File: src/hdl/sbc_ctrl_consts.vh
// constants for the control register group of the bus, watchdog and wake block
// assumes inclusion by bare name from files under hdl/
`ifndef SBC_CTRL_CONSTS_VH
`define SBC_CTRL_CONSTS_VH

// register addresses (7-bit frame address)
`define SBC_ADDR_MODE 7'h01
`define SBC_ADDR_WDOG 7'h03
`define SBC_ADDR_BUSA 7'h04
`define SBC_ADDR_BUSB 7'h05
`define SBC_ADDR_WAKA 7'h06
`define SBC_ADDR_WAKB 7'h07
`define SBC_ADDR_W 7

// reset values
`define SBC_RST_WDOG 8'h14
`define SBC_RST_BUSA 8'h20
`define SBC_RST_BUSB 8'h00
`define SBC_RST_WAKA 8'h00
`define SBC_RST_WAKB 8'h01
`define SBC_RST_MODE 2'h0

// writable masks, reserved bits excluded
`define SBC_MASK_BUSA 8'hfb
`define SBC_MASK_BUSB 8'hdb
`define SBC_MASK_WAKA 8'h44
`define SBC_MASK_WAKB 8'h01

// hardware-owned (rwh) field masks; the other writable bits belong to the host only
`define SBC_HW_WDOG 8'h57
`define SBC_HW_BUSA 8'h1b
`define SBC_HW_BUSB 8'hdb
`define SBC_HW_WAKA 8'h04

// watchdog config fields
`define SBC_WD_PAR 7
`define SBC_WD_STOP_OFF 6
`define SBC_WINDOW_TYPE_SEL 5
`define SBC_WD_BUS_WAKE 4
`define SBC_WD_MAX3 3
`define SBC_WD_PER_HI 2
`define SBC_WD_PER_LO 0
`define SBC_WD_PER_RSVD 3'h7

// bus control a fields
`define SBC_BA_FLASH 7
`define SBC_BA_SLOPE 6
`define SBC_BA_TXTO 5
`define SBC_BA_LIN_CH1_MODE_HI 4
`define SBC_BA_LIN_CH1_MODE_LO 3
`define SBC_BA_CAN_HI 1
`define SBC_BA_CAN_LO 0

// bus control b fields
`define SBC_BB_LIN_CH4_MODE_HI 7
`define SBC_BB_LIN_CH4_MODE_LO 6
`define SBC_BB_LIN_CH3_MODE_HI 4
`define SBC_BB_LIN_CH3_MODE_LO 3
`define SBC_BB_LIN_CH2_MODE_HI 1
`define SBC_BB_LIN_CH2_MODE_LO 0

// wake register fields
`define SBC_WA_TIMER 6
`define SBC_WA_STOP_OFF 2
`define SBC_WB_PIN 0

// transceiver mode codes
`define SBC_XCV_OFF 2'h0
`define SBC_XCV_WAKE 2'h1
`define SBC_XCV_RXO 2'h2
`define SBC_XCV_NORM 2'h3

// operating mode codes
`define SBC_MODE_NORMAL 2'h0
`define SBC_MODE_SLEEP 2'h1
`define SBC_MODE_STOP 2'h2
`define SBC_MODE_SOFT 2'h3
`define SBC_MODE_HI 7
`define SBC_MODE_LO 6

// watchdog period codes
`define SBC_PER_10 3'h0
`define SBC_PER_20 3'h1
`define SBC_PER_50 3'h2
`define SBC_PER_100 3'h3
`define SBC_PER_200 3'h4
`define SBC_PER_500 3'h5

// periods in ms, and cycles per ms at the 10 MHz clock
`define SBC_CLK_KHZ 16'h2710
`define SBC_MS_10 16'h000a
`define SBC_MS_20 16'h0014
`define SBC_MS_50 16'h0032
`define SBC_MS_100 16'h0064
`define SBC_MS_200 16'h00c8
`define SBC_MS_500 16'h01f4

`define SBC_NUM_XCV 5
`endif

File: src/hdl/sbc_xcv_mode.v
// one transceiver effective-mode stage: turns the stored mode into the active one
// assumes the operating mode comes from the register bank in the same clock domain
`timescale 1ns/1ns
`default_nettype none
`include "sbc_ctrl_consts.vh"

module sbc_xcv_mode (
  // clock and reset
  input wire ref_clk,
  input wire nrst,
  // stored mode and chip mode
  input wire [1:0] stored_mode,
  input wire low_power,
  // active mode
  output reg [1:0] active_mode
);

  ////////////////////////////////////////////////////////////////////////////
  // normal is demoted to wake capable in stop or sleep; the stored field is untouched
  always @(posedge ref_clk) begin
    if (!nrst) begin
      active_mode <= `SBC_XCV_OFF;
    end else if (low_power && stored_mode == `SBC_XCV_NORM) begin
      active_mode <= `SBC_XCV_WAKE;
    end else begin
      active_mode <= stored_mode;
    end
  end

endmodule // sbc_xcv_mode
`default_nettype wire

File: src/hdl/sbc_ctrl_regs.v
// control register group: watchdog config, bus transceiver modes, wake sources
// assumes a decoded spi frame arrives as a one-cycle strobe with address and data
`timescale 1ns/1ns
`default_nettype none
`include "sbc_ctrl_consts.vh"

module sbc_ctrl_regs (
  // clock and reset
  input wire ref_clk,
  input wire nrst,
  // decoded spi frame
  input wire frame_valid,
  input wire frame_write,
  input wire [6:0] frame_addr,
  input wire [7:0] frame_data,
  output reg [7:0] read_data,
  output reg read_hit,
  output reg spi_fail,
  // hardware updates of rwh fields
  input wire hw_upd_valid,
  input wire [7:0] hw_upd_wdog,
  input wire [7:0] hw_upd_busa,
  input wire [7:0] hw_upd_busb,
  input wire [7:0] hw_upd_waka,
  // mode control (soft reset restores defaults)
  input wire soft_reset,
  output reg [1:0] chip_mode,
  output reg restart_req,
  output reg reset_out,
  // watchdog controls
  output reg wdog_stop_off,
  output reg window_type_sel,
  output reg wdog_start_on_bus_wake,
  output reg wdog_max3_limit,
  output reg [2:0] wdog_period_sel,
  output reg [15:0] wdog_period_ms,
  output reg [22:0] wdog_period_cycles,
  // lin common controls
  output reg lin_slope_off,
  output reg lin_slope_sel,
  output reg lin_tx_timeout_en,
  // active transceiver modes: can, lin_ch1_mode..lin_ch4_mode
  output wire [1:0] can_mode,
  output wire [1:0] lin_ch1_mode,
  output wire [1:0] lin_ch2_mode,
  output wire [1:0] lin_ch3_mode,
  output wire [1:0] lin_ch4_mode,
  // wake sources
  output reg periodic_timer_wake_en,
  output reg hv_pin_wake_en
);

  reg [7:0] wdog_reg;
  reg [7:0] busa_reg;
  reg [7:0] busb_reg;
  reg [7:0] waka_reg;
  reg [7:0] wakb_reg;
  reg [1:0] mode_reg;
  reg [7:0] wdog_next;
  reg [1:0] mode_next;
  reg [7:0] busa_next;
  reg [7:0] busb_next;
  reg [7:0] waka_next;
  reg [7:0] wakb_next;
  wire wr_en;
  wire wr_mode;
  wire wr_wdog;
  wire wr_busa;
  wire wr_busb;
  wire wr_waka;
  wire wr_wakb;
  wire soft_cmd;
  wire bank_clear;
  wire parity_odd;
  wire low_power;
  wire any_wake_src;
  wire sleep_blocked;
  wire [1:0] req_mode;
  wire [9:0] stored_modes;
  wire [9:0] active_modes;
  wire [31:0] period_prod;

  assign wr_en = frame_valid && frame_write;
  assign parity_odd = ^frame_data;
  assign req_mode = frame_data[`SBC_MODE_HI:`SBC_MODE_LO];

  // one write strobe per register; the soft-reset code clears the bank like the pin does
  assign wr_mode = wr_en && frame_addr == `SBC_ADDR_MODE;
  assign wr_wdog = wr_en && frame_addr == `SBC_ADDR_WDOG;
  assign wr_busa = wr_en && frame_addr == `SBC_ADDR_BUSA;
  assign wr_busb = wr_en && frame_addr == `SBC_ADDR_BUSB;
  assign wr_waka = wr_en && frame_addr == `SBC_ADDR_WAKA;
  assign wr_wakb = wr_en && frame_addr == `SBC_ADDR_WAKB;
  assign soft_cmd = wr_mode && req_mode == `SBC_MODE_SOFT;
  assign bank_clear = !nrst || soft_reset || soft_cmd;

  ////////////////////////////////////////////////////////////////////////////
  // sleep needs a wake source; transceivers and pin count, with the timer
  assign any_wake_src = waka_reg[`SBC_WA_TIMER] | wakb_reg[`SBC_WB_PIN]
    | (busa_reg[`SBC_BA_CAN_HI:`SBC_BA_CAN_LO] == `SBC_XCV_WAKE)
    | (busa_reg[`SBC_BA_LIN_CH1_MODE_HI:`SBC_BA_LIN_CH1_MODE_LO] == `SBC_XCV_WAKE)
    | (busb_reg[`SBC_BB_LIN_CH2_MODE_HI:`SBC_BB_LIN_CH2_MODE_LO] == `SBC_XCV_WAKE)
    | (busb_reg[`SBC_BB_LIN_CH3_MODE_HI:`SBC_BB_LIN_CH3_MODE_LO] == `SBC_XCV_WAKE)
    | (busb_reg[`SBC_BB_LIN_CH4_MODE_HI:`SBC_BB_LIN_CH4_MODE_LO] == `SBC_XCV_WAKE);
  assign sleep_blocked = wr_en && frame_addr == `SBC_ADDR_MODE
    && req_mode == `SBC_MODE_SLEEP && !any_wake_src;
  assign low_power = (mode_reg == `SBC_MODE_STOP) || (mode_reg == `SBC_MODE_SLEEP);

  ////////////////////////////////////////////////////////////////////////////
  // mode decode; soft reset code is a one-shot, the mode returns to normal
  always @* begin
    mode_next = mode_reg;
    if (wr_en && frame_addr == `SBC_ADDR_MODE) begin
      case (req_mode)
        `SBC_MODE_NORMAL: mode_next = `SBC_MODE_NORMAL;
        `SBC_MODE_SLEEP: mode_next = sleep_blocked ? `SBC_MODE_NORMAL : `SBC_MODE_SLEEP;
        `SBC_MODE_STOP: mode_next = `SBC_MODE_STOP;
        `SBC_MODE_SOFT: mode_next = `SBC_MODE_NORMAL;
        default: mode_next = mode_reg;
      endcase
    end
  end

  // watchdog byte: hardware moves only its own fields, a good host write overrides it
  always @* begin
    wdog_next = wdog_reg;
    if (hw_upd_valid) begin
      wdog_next = (hw_upd_wdog & `SBC_HW_WDOG) | (wdog_reg & ~`SBC_HW_WDOG);
    end
    if (wr_wdog && !parity_odd) begin
      wdog_next = frame_data;
    end
  end

  // bus register a: a host write beats the hardware update of the same cycle
  always @* begin
    busa_next = busa_reg;
    if (wr_busa) begin
      busa_next = frame_data & `SBC_MASK_BUSA;
    end else if (hw_upd_valid) begin
      busa_next = (hw_upd_busa & `SBC_HW_BUSA) | (busa_reg & ~`SBC_HW_BUSA);
    end
  end

  // bus register b: every writable field is a transceiver mode, so hardware may move all
  always @* begin
    busb_next = busb_reg;
    if (wr_busb) begin
      busb_next = frame_data & `SBC_MASK_BUSB;
    end else if (hw_upd_valid) begin
      busb_next = hw_upd_busb & `SBC_HW_BUSB;
    end
  end

  // wake register a: only the second stop-mode watchdog control is hardware owned
  always @* begin
    waka_next = waka_reg;
    if (wr_waka) begin
      waka_next = frame_data & `SBC_MASK_WAKA;
    end else if (hw_upd_valid) begin
      waka_next = (hw_upd_waka & `SBC_HW_WAKA) | (waka_reg & ~`SBC_HW_WAKA);
    end
  end

  // wake source register: host only, the pin enable has no hardware path
  always @* begin
    wakb_next = wakb_reg;
    if (wr_wakb) begin
      wakb_next = frame_data & `SBC_MASK_WAKB;
    end
  end

  ////////////////////////////////////////////////////////////////////////////
  // register bank; reserved bits masked on every load
  always @(posedge ref_clk) begin
    if (bank_clear) begin
      wdog_reg <= `SBC_RST_WDOG;
      busa_reg <= `SBC_RST_BUSA;
      busb_reg <= `SBC_RST_BUSB;
      waka_reg <= `SBC_RST_WAKA;
      wakb_reg <= `SBC_RST_WAKB;
      mode_reg <= `SBC_RST_MODE;
    end else begin
      wdog_reg <= wdog_next;
      busa_reg <= busa_next;
      busb_reg <= busb_next;
      waka_reg <= waka_next;
      wakb_reg <= wakb_next;
      mode_reg <= mode_next;
    end
  end

  ////////////////////////////////////////////////////////////////////////////
  // spi fail on bad parity of a watchdog write, restart and reset output on refused sleep
  // the fail flag is sticky until the nrst reset; a later good frame does not clear it
  always @(posedge ref_clk) begin
    if (!nrst) begin
      spi_fail <= 1'b0;
      restart_req <= 1'b0;
      reset_out <= 1'b0;
    end else begin
      if (wr_en && frame_addr == `SBC_ADDR_WDOG && parity_odd) begin
        spi_fail <= 1'b1;
      end
      // a one-cycle reset pulse; the external reset stretcher sets its width
      restart_req <= sleep_blocked;
      reset_out <= sleep_blocked;
    end
  end

  ////////////////////////////////////////////////////////////////////////////
  // read path, registered; unmapped addresses read zero with no hit
  always @(posedge ref_clk) begin
    if (!nrst) begin
      read_data <= 8'h00;
      read_hit <= 1'b0;
    end else if (frame_valid && !frame_write) begin
      read_hit <= 1'b1;
      case (frame_addr)
        `SBC_ADDR_MODE: read_data <= {mode_reg, 6'h00};
        `SBC_ADDR_WDOG: read_data <= wdog_reg;
        `SBC_ADDR_BUSA: read_data <= busa_reg;
        `SBC_ADDR_BUSB: read_data <= busb_reg;
        `SBC_ADDR_WAKA: read_data <= waka_reg;
        `SBC_ADDR_WAKB: read_data <= wakb_reg;
        default: begin
          read_data <= 8'h00;
          read_hit <= 1'b0;
        end
      endcase
    end else begin
      read_hit <= 1'b0;
    end
  end

  ////////////////////////////////////////////////////////////////////////////
  // decoded control outputs, all registered
  always @(posedge ref_clk) begin
    if (!nrst) begin
      chip_mode <= `SBC_RST_MODE;
      wdog_stop_off <= 1'b0;
      window_type_sel <= 1'b0;
      wdog_start_on_bus_wake <= 1'b0;
      wdog_max3_limit <= 1'b0;
      wdog_period_sel <= 3'h0;
      lin_slope_off <= 1'b0;
      lin_slope_sel <= 1'b0;
      lin_tx_timeout_en <= 1'b0;
      periodic_timer_wake_en <= 1'b0;
      hv_pin_wake_en <= 1'b0;
    end else begin
      chip_mode <= mode_reg;
      // either stop control switches the watchdog off in stop
      wdog_stop_off <= wdog_reg[`SBC_WD_STOP_OFF] | waka_reg[`SBC_WA_STOP_OFF];
      window_type_sel <= wdog_reg[`SBC_WINDOW_TYPE_SEL];
      wdog_start_on_bus_wake <= wdog_reg[`SBC_WD_BUS_WAKE];
      wdog_max3_limit <= wdog_reg[`SBC_WD_MAX3];
      wdog_period_sel <= wdog_reg[`SBC_WD_PER_HI:`SBC_WD_PER_LO];
      lin_slope_off <= busa_reg[`SBC_BA_FLASH];
      lin_slope_sel <= busa_reg[`SBC_BA_SLOPE];
      lin_tx_timeout_en <= busa_reg[`SBC_BA_TXTO];
      periodic_timer_wake_en <= waka_reg[`SBC_WA_TIMER];
      hv_pin_wake_en <= wakb_reg[`SBC_WB_PIN];
    end
  end

  ////////////////////////////////////////////////////////////////////////////
  // full-width product, cut on purpose where the cycle count is taken
  assign period_prod = wdog_period_ms * `SBC_CLK_KHZ;

  // period decode; reserved codes hold 0 so the timing engine can flag them
  always @(posedge ref_clk) begin
    if (!nrst) begin
      wdog_period_ms <= 16'h0000;
      wdog_period_cycles <= 23'h000000;
    end else begin
      case (wdog_reg[`SBC_WD_PER_HI:`SBC_WD_PER_LO])
        `SBC_PER_10: wdog_period_ms <= `SBC_MS_10;
        `SBC_PER_20: wdog_period_ms <= `SBC_MS_20;
        `SBC_PER_50: wdog_period_ms <= `SBC_MS_50;
        `SBC_PER_100: wdog_period_ms <= `SBC_MS_100;
        `SBC_PER_200: wdog_period_ms <= `SBC_MS_200;
        `SBC_PER_500: wdog_period_ms <= `SBC_MS_500;
        default: wdog_period_ms <= 16'h0000;
      endcase
      // one cycle behind the ms value; 500 ms at 10 MHz needs 23 of the 32 product bits
      wdog_period_cycles <= period_prod[22:0];
    end
  end

  ////////////////////////////////////////////////////////////////////////////
  // stored mode fields: can, lin_ch1_mode in register a; lin_ch2_mode..lin_ch4_mode in register b
  assign stored_modes = {busb_reg[`SBC_BB_LIN_CH4_MODE_HI:`SBC_BB_LIN_CH4_MODE_LO],
    busb_reg[`SBC_BB_LIN_CH3_MODE_HI:`SBC_BB_LIN_CH3_MODE_LO],
    busb_reg[`SBC_BB_LIN_CH2_MODE_HI:`SBC_BB_LIN_CH2_MODE_LO],
    busa_reg[`SBC_BA_LIN_CH1_MODE_HI:`SBC_BA_LIN_CH1_MODE_LO],
    busa_reg[`SBC_BA_CAN_HI:`SBC_BA_CAN_LO]};

  // one demotion stage per transceiver; receive-only stays receive-only in stop
  genvar gi;
  generate
    for (gi = 0; gi < `SBC_NUM_XCV; gi = gi + 1) begin : g_xcv
      sbc_xcv_mode u_mode (
        .ref_clk(ref_clk),
        .nrst(nrst),
        .stored_mode(stored_modes[2*gi+1:2*gi]),
        .low_power(low_power),
        .active_mode(active_modes[2*gi+1:2*gi])
      );
    end
  endgenerate

  assign can_mode = active_modes[1:0];
  assign lin_ch1_mode = active_modes[3:2];
  assign lin_ch2_mode = active_modes[5:4];
  assign lin_ch3_mode = active_modes[7:6];
  assign lin_ch4_mode = active_modes[9:8];

endmodule // sbc_ctrl_regs
`default_nettype wire

File: config.mk
export PLATFORM = sky130hd
export DESIGN_NAME = sbc_ctrl_regs
export DESIGN_NICKNAME = d
export VERILOG_FILES = /design/src/hdl/sbc_xcv_mode.v /design/src/hdl/sbc_ctrl_regs.v
export VERILOG_INCLUDE_DIRS = /design/src /design/src/hdl
export SDC_FILE = /design/constraint.sdc
export NUM_CORES = 1
export LEC_CHECK = 0
export ABC_AREA = 1
export BUFFER_PORTS_ARGS = -buffer_cell sky130_fd_sc_hd__buf_2
export CAP_MARGIN = 0
export CORE_UTILIZATION = 53
export DETAILED_ROUTE_END_ITERATION = 8
export MAX_ROUTING_LAYER = met4
export PLACE_DENSITY = 0.8
export SLEW_MARGIN = 5
export SYNTH_ARGS = -nofsm -noshare
export SYNTH_HDL_FRONTEND = slang
export SYNTH_SLANG_ARGS = --single-unit
export TNS_END_PERCENT = 1
File: constraint.sdc
create_clock -name ref_clk -period 5.25 [get_ports ref_clk]
set_clock_uncertainty 0.15 [all_clocks]
set_input_delay 0.2625 -clock ref_clk [delete_from_list [all_inputs] [get_ports ref_clk]]
set_output_delay 0.2625 -clock ref_clk [all_outputs]
set_load 0.05 [all_outputs]
After elaboration in Yosys (flattened, before gate mapping)
Index checks and enable logic that the tools add are counted.
- bits in latches: 0
- bits in writable memories: 0
- logic and storage cells: 134
- memories kept: 0
- flip-flop bits (word level): 107
- input bits: 53
- output and inout port bits: 75
- ROM bits: 0
- multipliers: 1
- reductions and logical operators: 42
- equal/unequal tests: 26
- order comparisons: 0
- bitwise logic cells: 11
- add/subtract/negate cells: 0
- div/mod/pow operators: 0
- muxes and demuxes: 18
- shift-type cells: 0
- operators with widths (cell ; number):
    $pmux 9 s6 ; 1
    $mux 8 ; 6
    $pmux 8 s6 ; 1
    $eq 7x3->1 const B ; 4
    $mul 16x10->19 const B ; 1
    $logic_and 1x1->1 ; 18
    $eq 2x2->1 const B ; 8
    $reduce_or 2->1 ; 8
    $eq 2x1->1 const B ; 7
    $mux 7 ; 2
    $or 3x8->8 ; 1
    $or 5x8->8 ; 1
    $or 7x8->8 ; 1
    $reduce_bool 2->1 ; 4
    $reduce_xor 8->1 ; 1
    $eq 7x1->1 const B ; 1
    $eq 7x2->1 const B ; 1
    $mux 1 ; 7
    $or 1x1->1 ; 7
    $eq 3x2->1 const B ; 2
    $eq 3x3->1 const B ; 2
    $pmux 2 s3 ; 1
    $reduce_or 6->1 ; 1
    $logic_not 1->1 ; 4
    other kinds (6) ; 8

Depth between registers and ports, before layout
- depth after elaboration: 10
- gate-level depth with buffers: 18
- gate-level depth less buffers: 18

Modules after synthesis
Synthesis repeated with hierarchy kept, for this count alone.
- cells, all modules: 662
- area total of the unflattened synthesis: 4874.7 um^2
- modules (own cells, without submodules) (module ; instances ; area each (um^2) ; cells an instance):
    sbc_ctrl_regs ; 1 ; 4561.9 ; 622
    sbc_xcv_mode ; 5 ; 62.6 ; 8

Least setup slack after synthesis
No wires, ideal clock.
- path kind: reg-to-reg
- start: register wdog_period_ms[6]
- end: register wdog_period_cycles[21]
- data required time: 4987 ps
- stages on the path, launching flop included: 17
- clock period less this slack: 4104 ps
- arrival: 3841 ps
- setup time: 113 ps
- path slack: 1146 ps
- path through: dfxtp_1 -> inv_1 -> fa_1 -> inv_1 -> ha_1 -> inv_1 -> fa_1 -> inv_1 -> ha_1 -> ha_1 -> ha_1 -> a21o_1 -> a21oi_1 -> nand2_1 -> a21o_1 -> nor2_1 -> nor2_1
- word-level cells in the longest chain between the ends: 1
- ends and longest elaborated chain (what ; line ; RTL):
    start, declared ; sbc_ctrl_regs.v:36 ; output reg [15:0] wdog_period_ms,
    start signal, assigned ; sbc_ctrl_regs.v:278 ; `SBC_PER_10: wdog_period_ms <= `SBC_MS_10;
    start signal, assigned ; sbc_ctrl_regs.v:279 ; `SBC_PER_20: wdog_period_ms <= `SBC_MS_20;
    start signal, assigned ; sbc_ctrl_regs.v:280 ; `SBC_PER_50: wdog_period_ms <= `SBC_MS_50;
    $mul 16x10->19 (no source line) ; n/a ;
    end signal, assigned ; sbc_ctrl_regs.v:287 ; wdog_period_cycles <= period_prod[22:0];
    end, declared ; sbc_ctrl_regs.v:37 ; output reg [22:0] wdog_period_cycles,
Every way passes these cells.
A chain may end at the register's enable or synchronous reset.

Worst setup path in the final report
- start: register wdog_period_ms[5]
- end: register wdog_period_cycles[20]
The elaborated chain is that of the path after synthesis.

==> summary by stage <==
Finish
After the flow finishes, the layout carries non-filler instances totaling 856. The layout has 798 filler cells. The number of antenna diodes in the final layout is 0. The area growth from synthesis to final layout is 15.0%. The largest registers in the layout are wdog_period_cycles (18), g_xcv.u_mode.active_mode (10). The proportion of layout cells with a drive suffix above 1 is a little under a fifth.

The post-layout net count is 856. wdog_period_cycles holds more flip-flops than any other register. The register with the most flip-flops in the layout has 18 of them.

Clock tree
The clock tree from TritonCTS is done. The library cell used as clock root buffer is clkbuf_8. The clock sink count is 87. After clock tree synthesis, the clock-pin slew on the worst setup and hold paths is approximately 0.09 ns. The later-pin clock latency in the skew report is 0.36 ns. The count of instances resized after the clock tree is built is 0.

The number of CTS-inserted buffers is 9. After clock tree synthesis, the setup repair step added 0 buffers. The maximum count of clock buffers along a single path is 2. The CTS H-tree depth is 3. The total of hold buffers inserted after clock tree synthesis is 0.

Yosys
The most used flip-flop cell after synthesis is dfxtp_1. The total of warnings raised by yosys is 0. The sequential area share after synthesis is 35.6%. Synthesis handed over a netlist of 654 instances. A synthesized cell averages 7.49 um^2. Synthesis inferred 87 register bits.

The post-synthesis cell type count is 37. In the synthesized netlist the async set-or-reset flop fraction comes to 0%. The area of the mapped netlist is 0.00490 mm^2. The number of enable-type register cells in the synthesized netlist is 0.

Die
The horizontal die dimension is approximately 98 um. The die footprint is 0.00963 mm^2. The floorplan row count is 34.

The standard cell core area is 0.00885 mm^2. The number of placed I/O pins is 128. The effective utilization at floorplan is 55.4%. The die boundary height is 98.1 um.

Setup path
For the worst setup path, the data arrival time is 4.18 ns. By startpoint and endpoint, the worst setup path is classified as flip-flop to flip-flop. The highest net fanout along the worst path is 5. On the critical path the largest part of the delay comes from adder cells. The maximum single-stage delay on the critical path is 0.55 ns. The cell with the most instances on the worst path is ha_1.

Walking the worst path, the cells encountered are inv_1 > fa_1 > inv_1 > ha_1 > fa_1 > ha_1 > ha_1 > ha_1 > a21oi_1 > a21boi_0 > o21ai_0 > nand2_1 > nand2_1 > nor2_1. The required time of the critical path is 5.40 ns. The worst setup path is launched from a flip-flop. The count of buffering cells on the critical path with inverters included is 2.

Among all stages on the critical path, the largest delay is contributed by fa_1. STA classifies the critical path endpoint as a flip-flop.

Outcome
The final reports fail on design-rule violations. The run finished, with violations left.

Timing
The count of final hold-check violations is 0. The minimum hold slack is 0.0208 ns. Adding up every negative setup slack in the final design gives 0 ns. The actual slew at the worst max-slew pin is 0.765 ns.

The relative slew slack is 49.0%. Setup violations remaining at the end of the flow were counted as 0. The final critical path takes up between 70% and 80% of the cycle. The timing-limited maximum frequency is 248 MHz. Setup repair after global routing left no endpoint under its margin. The minimum clock period is 4.03 ns. The total count of max-transition violations in the final report was 0. The setup slack after layout is 1.22 ns.

GRT
The initial antenna violation count is 0. The via count of the first global-routing pass is 4140. The final global-route overflow total is 0. Entering global routing, the biggest net connects 44 pins. For met2 alone, demand over resource in global routing was 44.0%. Global routing used 27.7% of the available met1 tracks. The first-pass GRT wire length is 18.4 mm. Global routing used 24.9% of the available tracks across all layers. The met3 layer usage reported by global route is 4.72%. The most heavily used metal layer in global routing is met2.

Power
In this run the power density over the cells is 298 mW/mm^2. The static power due to leakage is between 3 and 4 nW. VDD sags by at most 0.167 mV. Total power for the finished layout comes to 1.68 mW.

Drt
In the routed design, unresolved DRC markers number 4. The detailed router's first-iteration violation count is 183. The count of nets left with antenna violations after detail routing is 0. The overall routed net length is 11.3 mm. The first detailed-routing pass ran for 9 iterations. The detail-routed net length per standard cell is 13.2 um. The final route contains 4455 vias. In the routed layout, each cell is associated on average with a via count of around 5.2.

Placed design
The number of placed instances, taps included, is 840. In this run the tool buffered the top-level ports with ~100 buffer cells. At the placement stage, the worst setup path has a slack of 1.25 ns. Detailed placement ended at an HPWL of slightly below 9 mm. The final RePlAce weighted congestion is slightly above 0.9.

Worst hold path
The path class of the lowest-slack min-delay path is input pin to flip-flop.

Flow run
The number of max-cap violations is 0.
## worst reg2reg max path: cells and delay by family (launching register included)
| kind | cells | cell delay [ns] |
|---|---|---|
| flip-flops | 1 | 0.46 |
| buffers and inverters | 2 | 0.18 |
| AO/OA/AOI/OAI | 3 | 0.65 |
| AND/OR/NAND/NOR | 3 | 0.23 |
| adder cells (fa/ha/maj) | 6 | 2.31 |
## cells by family (layout without fill, tap and decap cells)
| logic type | count (synthesis) | after routing | share of synthesized area, % |
|---|---|---|---|
| buf+inv | 148 | 230 | 13.2 |
| simple gates | 288 | 288 | 25.8 |
| flops | 87 | 87 | 35.6 |
| other cells | 1 | 13 | 0.0766 |
| compound gates | 68 | 68 | 8.00 |
| xor+xnor | 2 | 2 | 0.358 |
| fa+ha+maj | 60 | 60 | 17.0 |
## layout by cell type (no fill, tap or decap), types with 2 or more instances in the layout
| cell | instances |
|---|---|
| nand2_1 | 171 |
| inv_1 | 109 |
| buf_2 | 98 |
| dfxtp_1 | 87 |
| ha_1 | 49 |
| nor2_1 | 44 |
| nand3_1 | 40 |
| a21oi_1 | 27 |
| nand4_1 | 13 |
| conb_1 | 13 |
| o21ai_0 | 12 |
| a31oi_1 | 11 |
| fa_1 | 11 |
| clkbuf_8 | 9 |
| nand2_2 | 6 |
| inv_2 | 5 |
| o211ai_1 | 5 |
| bufinv_16 | 4 |
| nor2_2 | 3 |
| o22ai_1 | 3 |
| nor3_1 | 3 |
| o21ai_1 | 3 |
| nor2_4 | 2 |
| nand3_2 | 2 |
| clkinv_1 | 2 |
| xor2_1 | 2 |
| o221ai_1 | 2 |
| a21o_1 | 2 |
| inv_6 | 2 |
## cell type report
class / instances / area [um^2] / share of cell area (%)
multi-input cells: 431 / 2560 / 45.4
flip-flops and latches: 87 / 1740 / 30.9
well taps: 108 / 135 / 2.40
repair buffers: 98 / 490 / 8.71
clock buffers: 9 / 124 / 2.20
inverters: 116 / 435 / 7.73
clock inverters: 7 / 149 / 2.64
## metal layers
| layer | vias up | part of all wire [%] | wire (um) |
|---|---|---|---|
| met5 | - | 0 | 0 |
| met4 | 0 | 2.1 | 237 |
| met3 | 27 | 5.9 | 666 |
| met2 | 161 | 51 | 5770 |
| met1 | 2060 | 41 | 4610 |
| li1 | 2207 | - | - |
## report_power, final
group          switching (mW)  internal, mW
sequential             0.0154         0.685
combinational           0.253        0.0975
clock                   0.255         0.371
## stage by stage
| step | area, um^2 | utilization, % |
|---|---|---|
| final | 5630 | 63.7 |
| after floorplan | 4940 | - |
| after global placement | 5360 | 60.6 |
| after CTS | 5630 | 63.7 |
| after global routing | 5630 | 63.7 |
| after detailed placement | 5360 | 60.6 |
## path summary, 6_finish.rpt
path,from,endpoint,slack [ns],cells after the start
worst max-delay path,wdog_period_ms[5],wdog_period_cycles[20],1.22,14
worst min-delay path,frame_data[5],wdog_reg[5],0.02,3
worst min register to register,wdog_reg[5],window_type_sel,0.28,2
worst max register to register,wdog_period_ms[5],wdog_period_cycles[20],1.22,14
## synth_stat cells, types with 2 or more instances
library cell  count  area, um^2
nand2_1         171         642
inv_1           109         409
dfxtp_1          87        1740
ha_1             49         613
nor2_1           44         165
nand3_1          40         200
a21oi_1          27         135
buf_4            21         158
nand4_1          13        81.3
o21ai_0          12        60.1
a31oi_1          11        68.8
fa_1             11         220
clkbuf_1          7        26.3
nand2_2           6        37.5
inv_2             5        18.8
o211ai_1          5        37.5
nor2_2            3        18.8
nor3_1            3        15.0
o21ai_1           3        15.0
o22ai_1           3        18.8
a21o_1            2        15.0
buf_2             2        10.0
clkinv_1          2        7.51
nand3_2           2        20.0
nor2_4            2        22.5
o221ai_1          2        17.5
xor2_1            2        17.5
(Power assumes the default switching activity.)
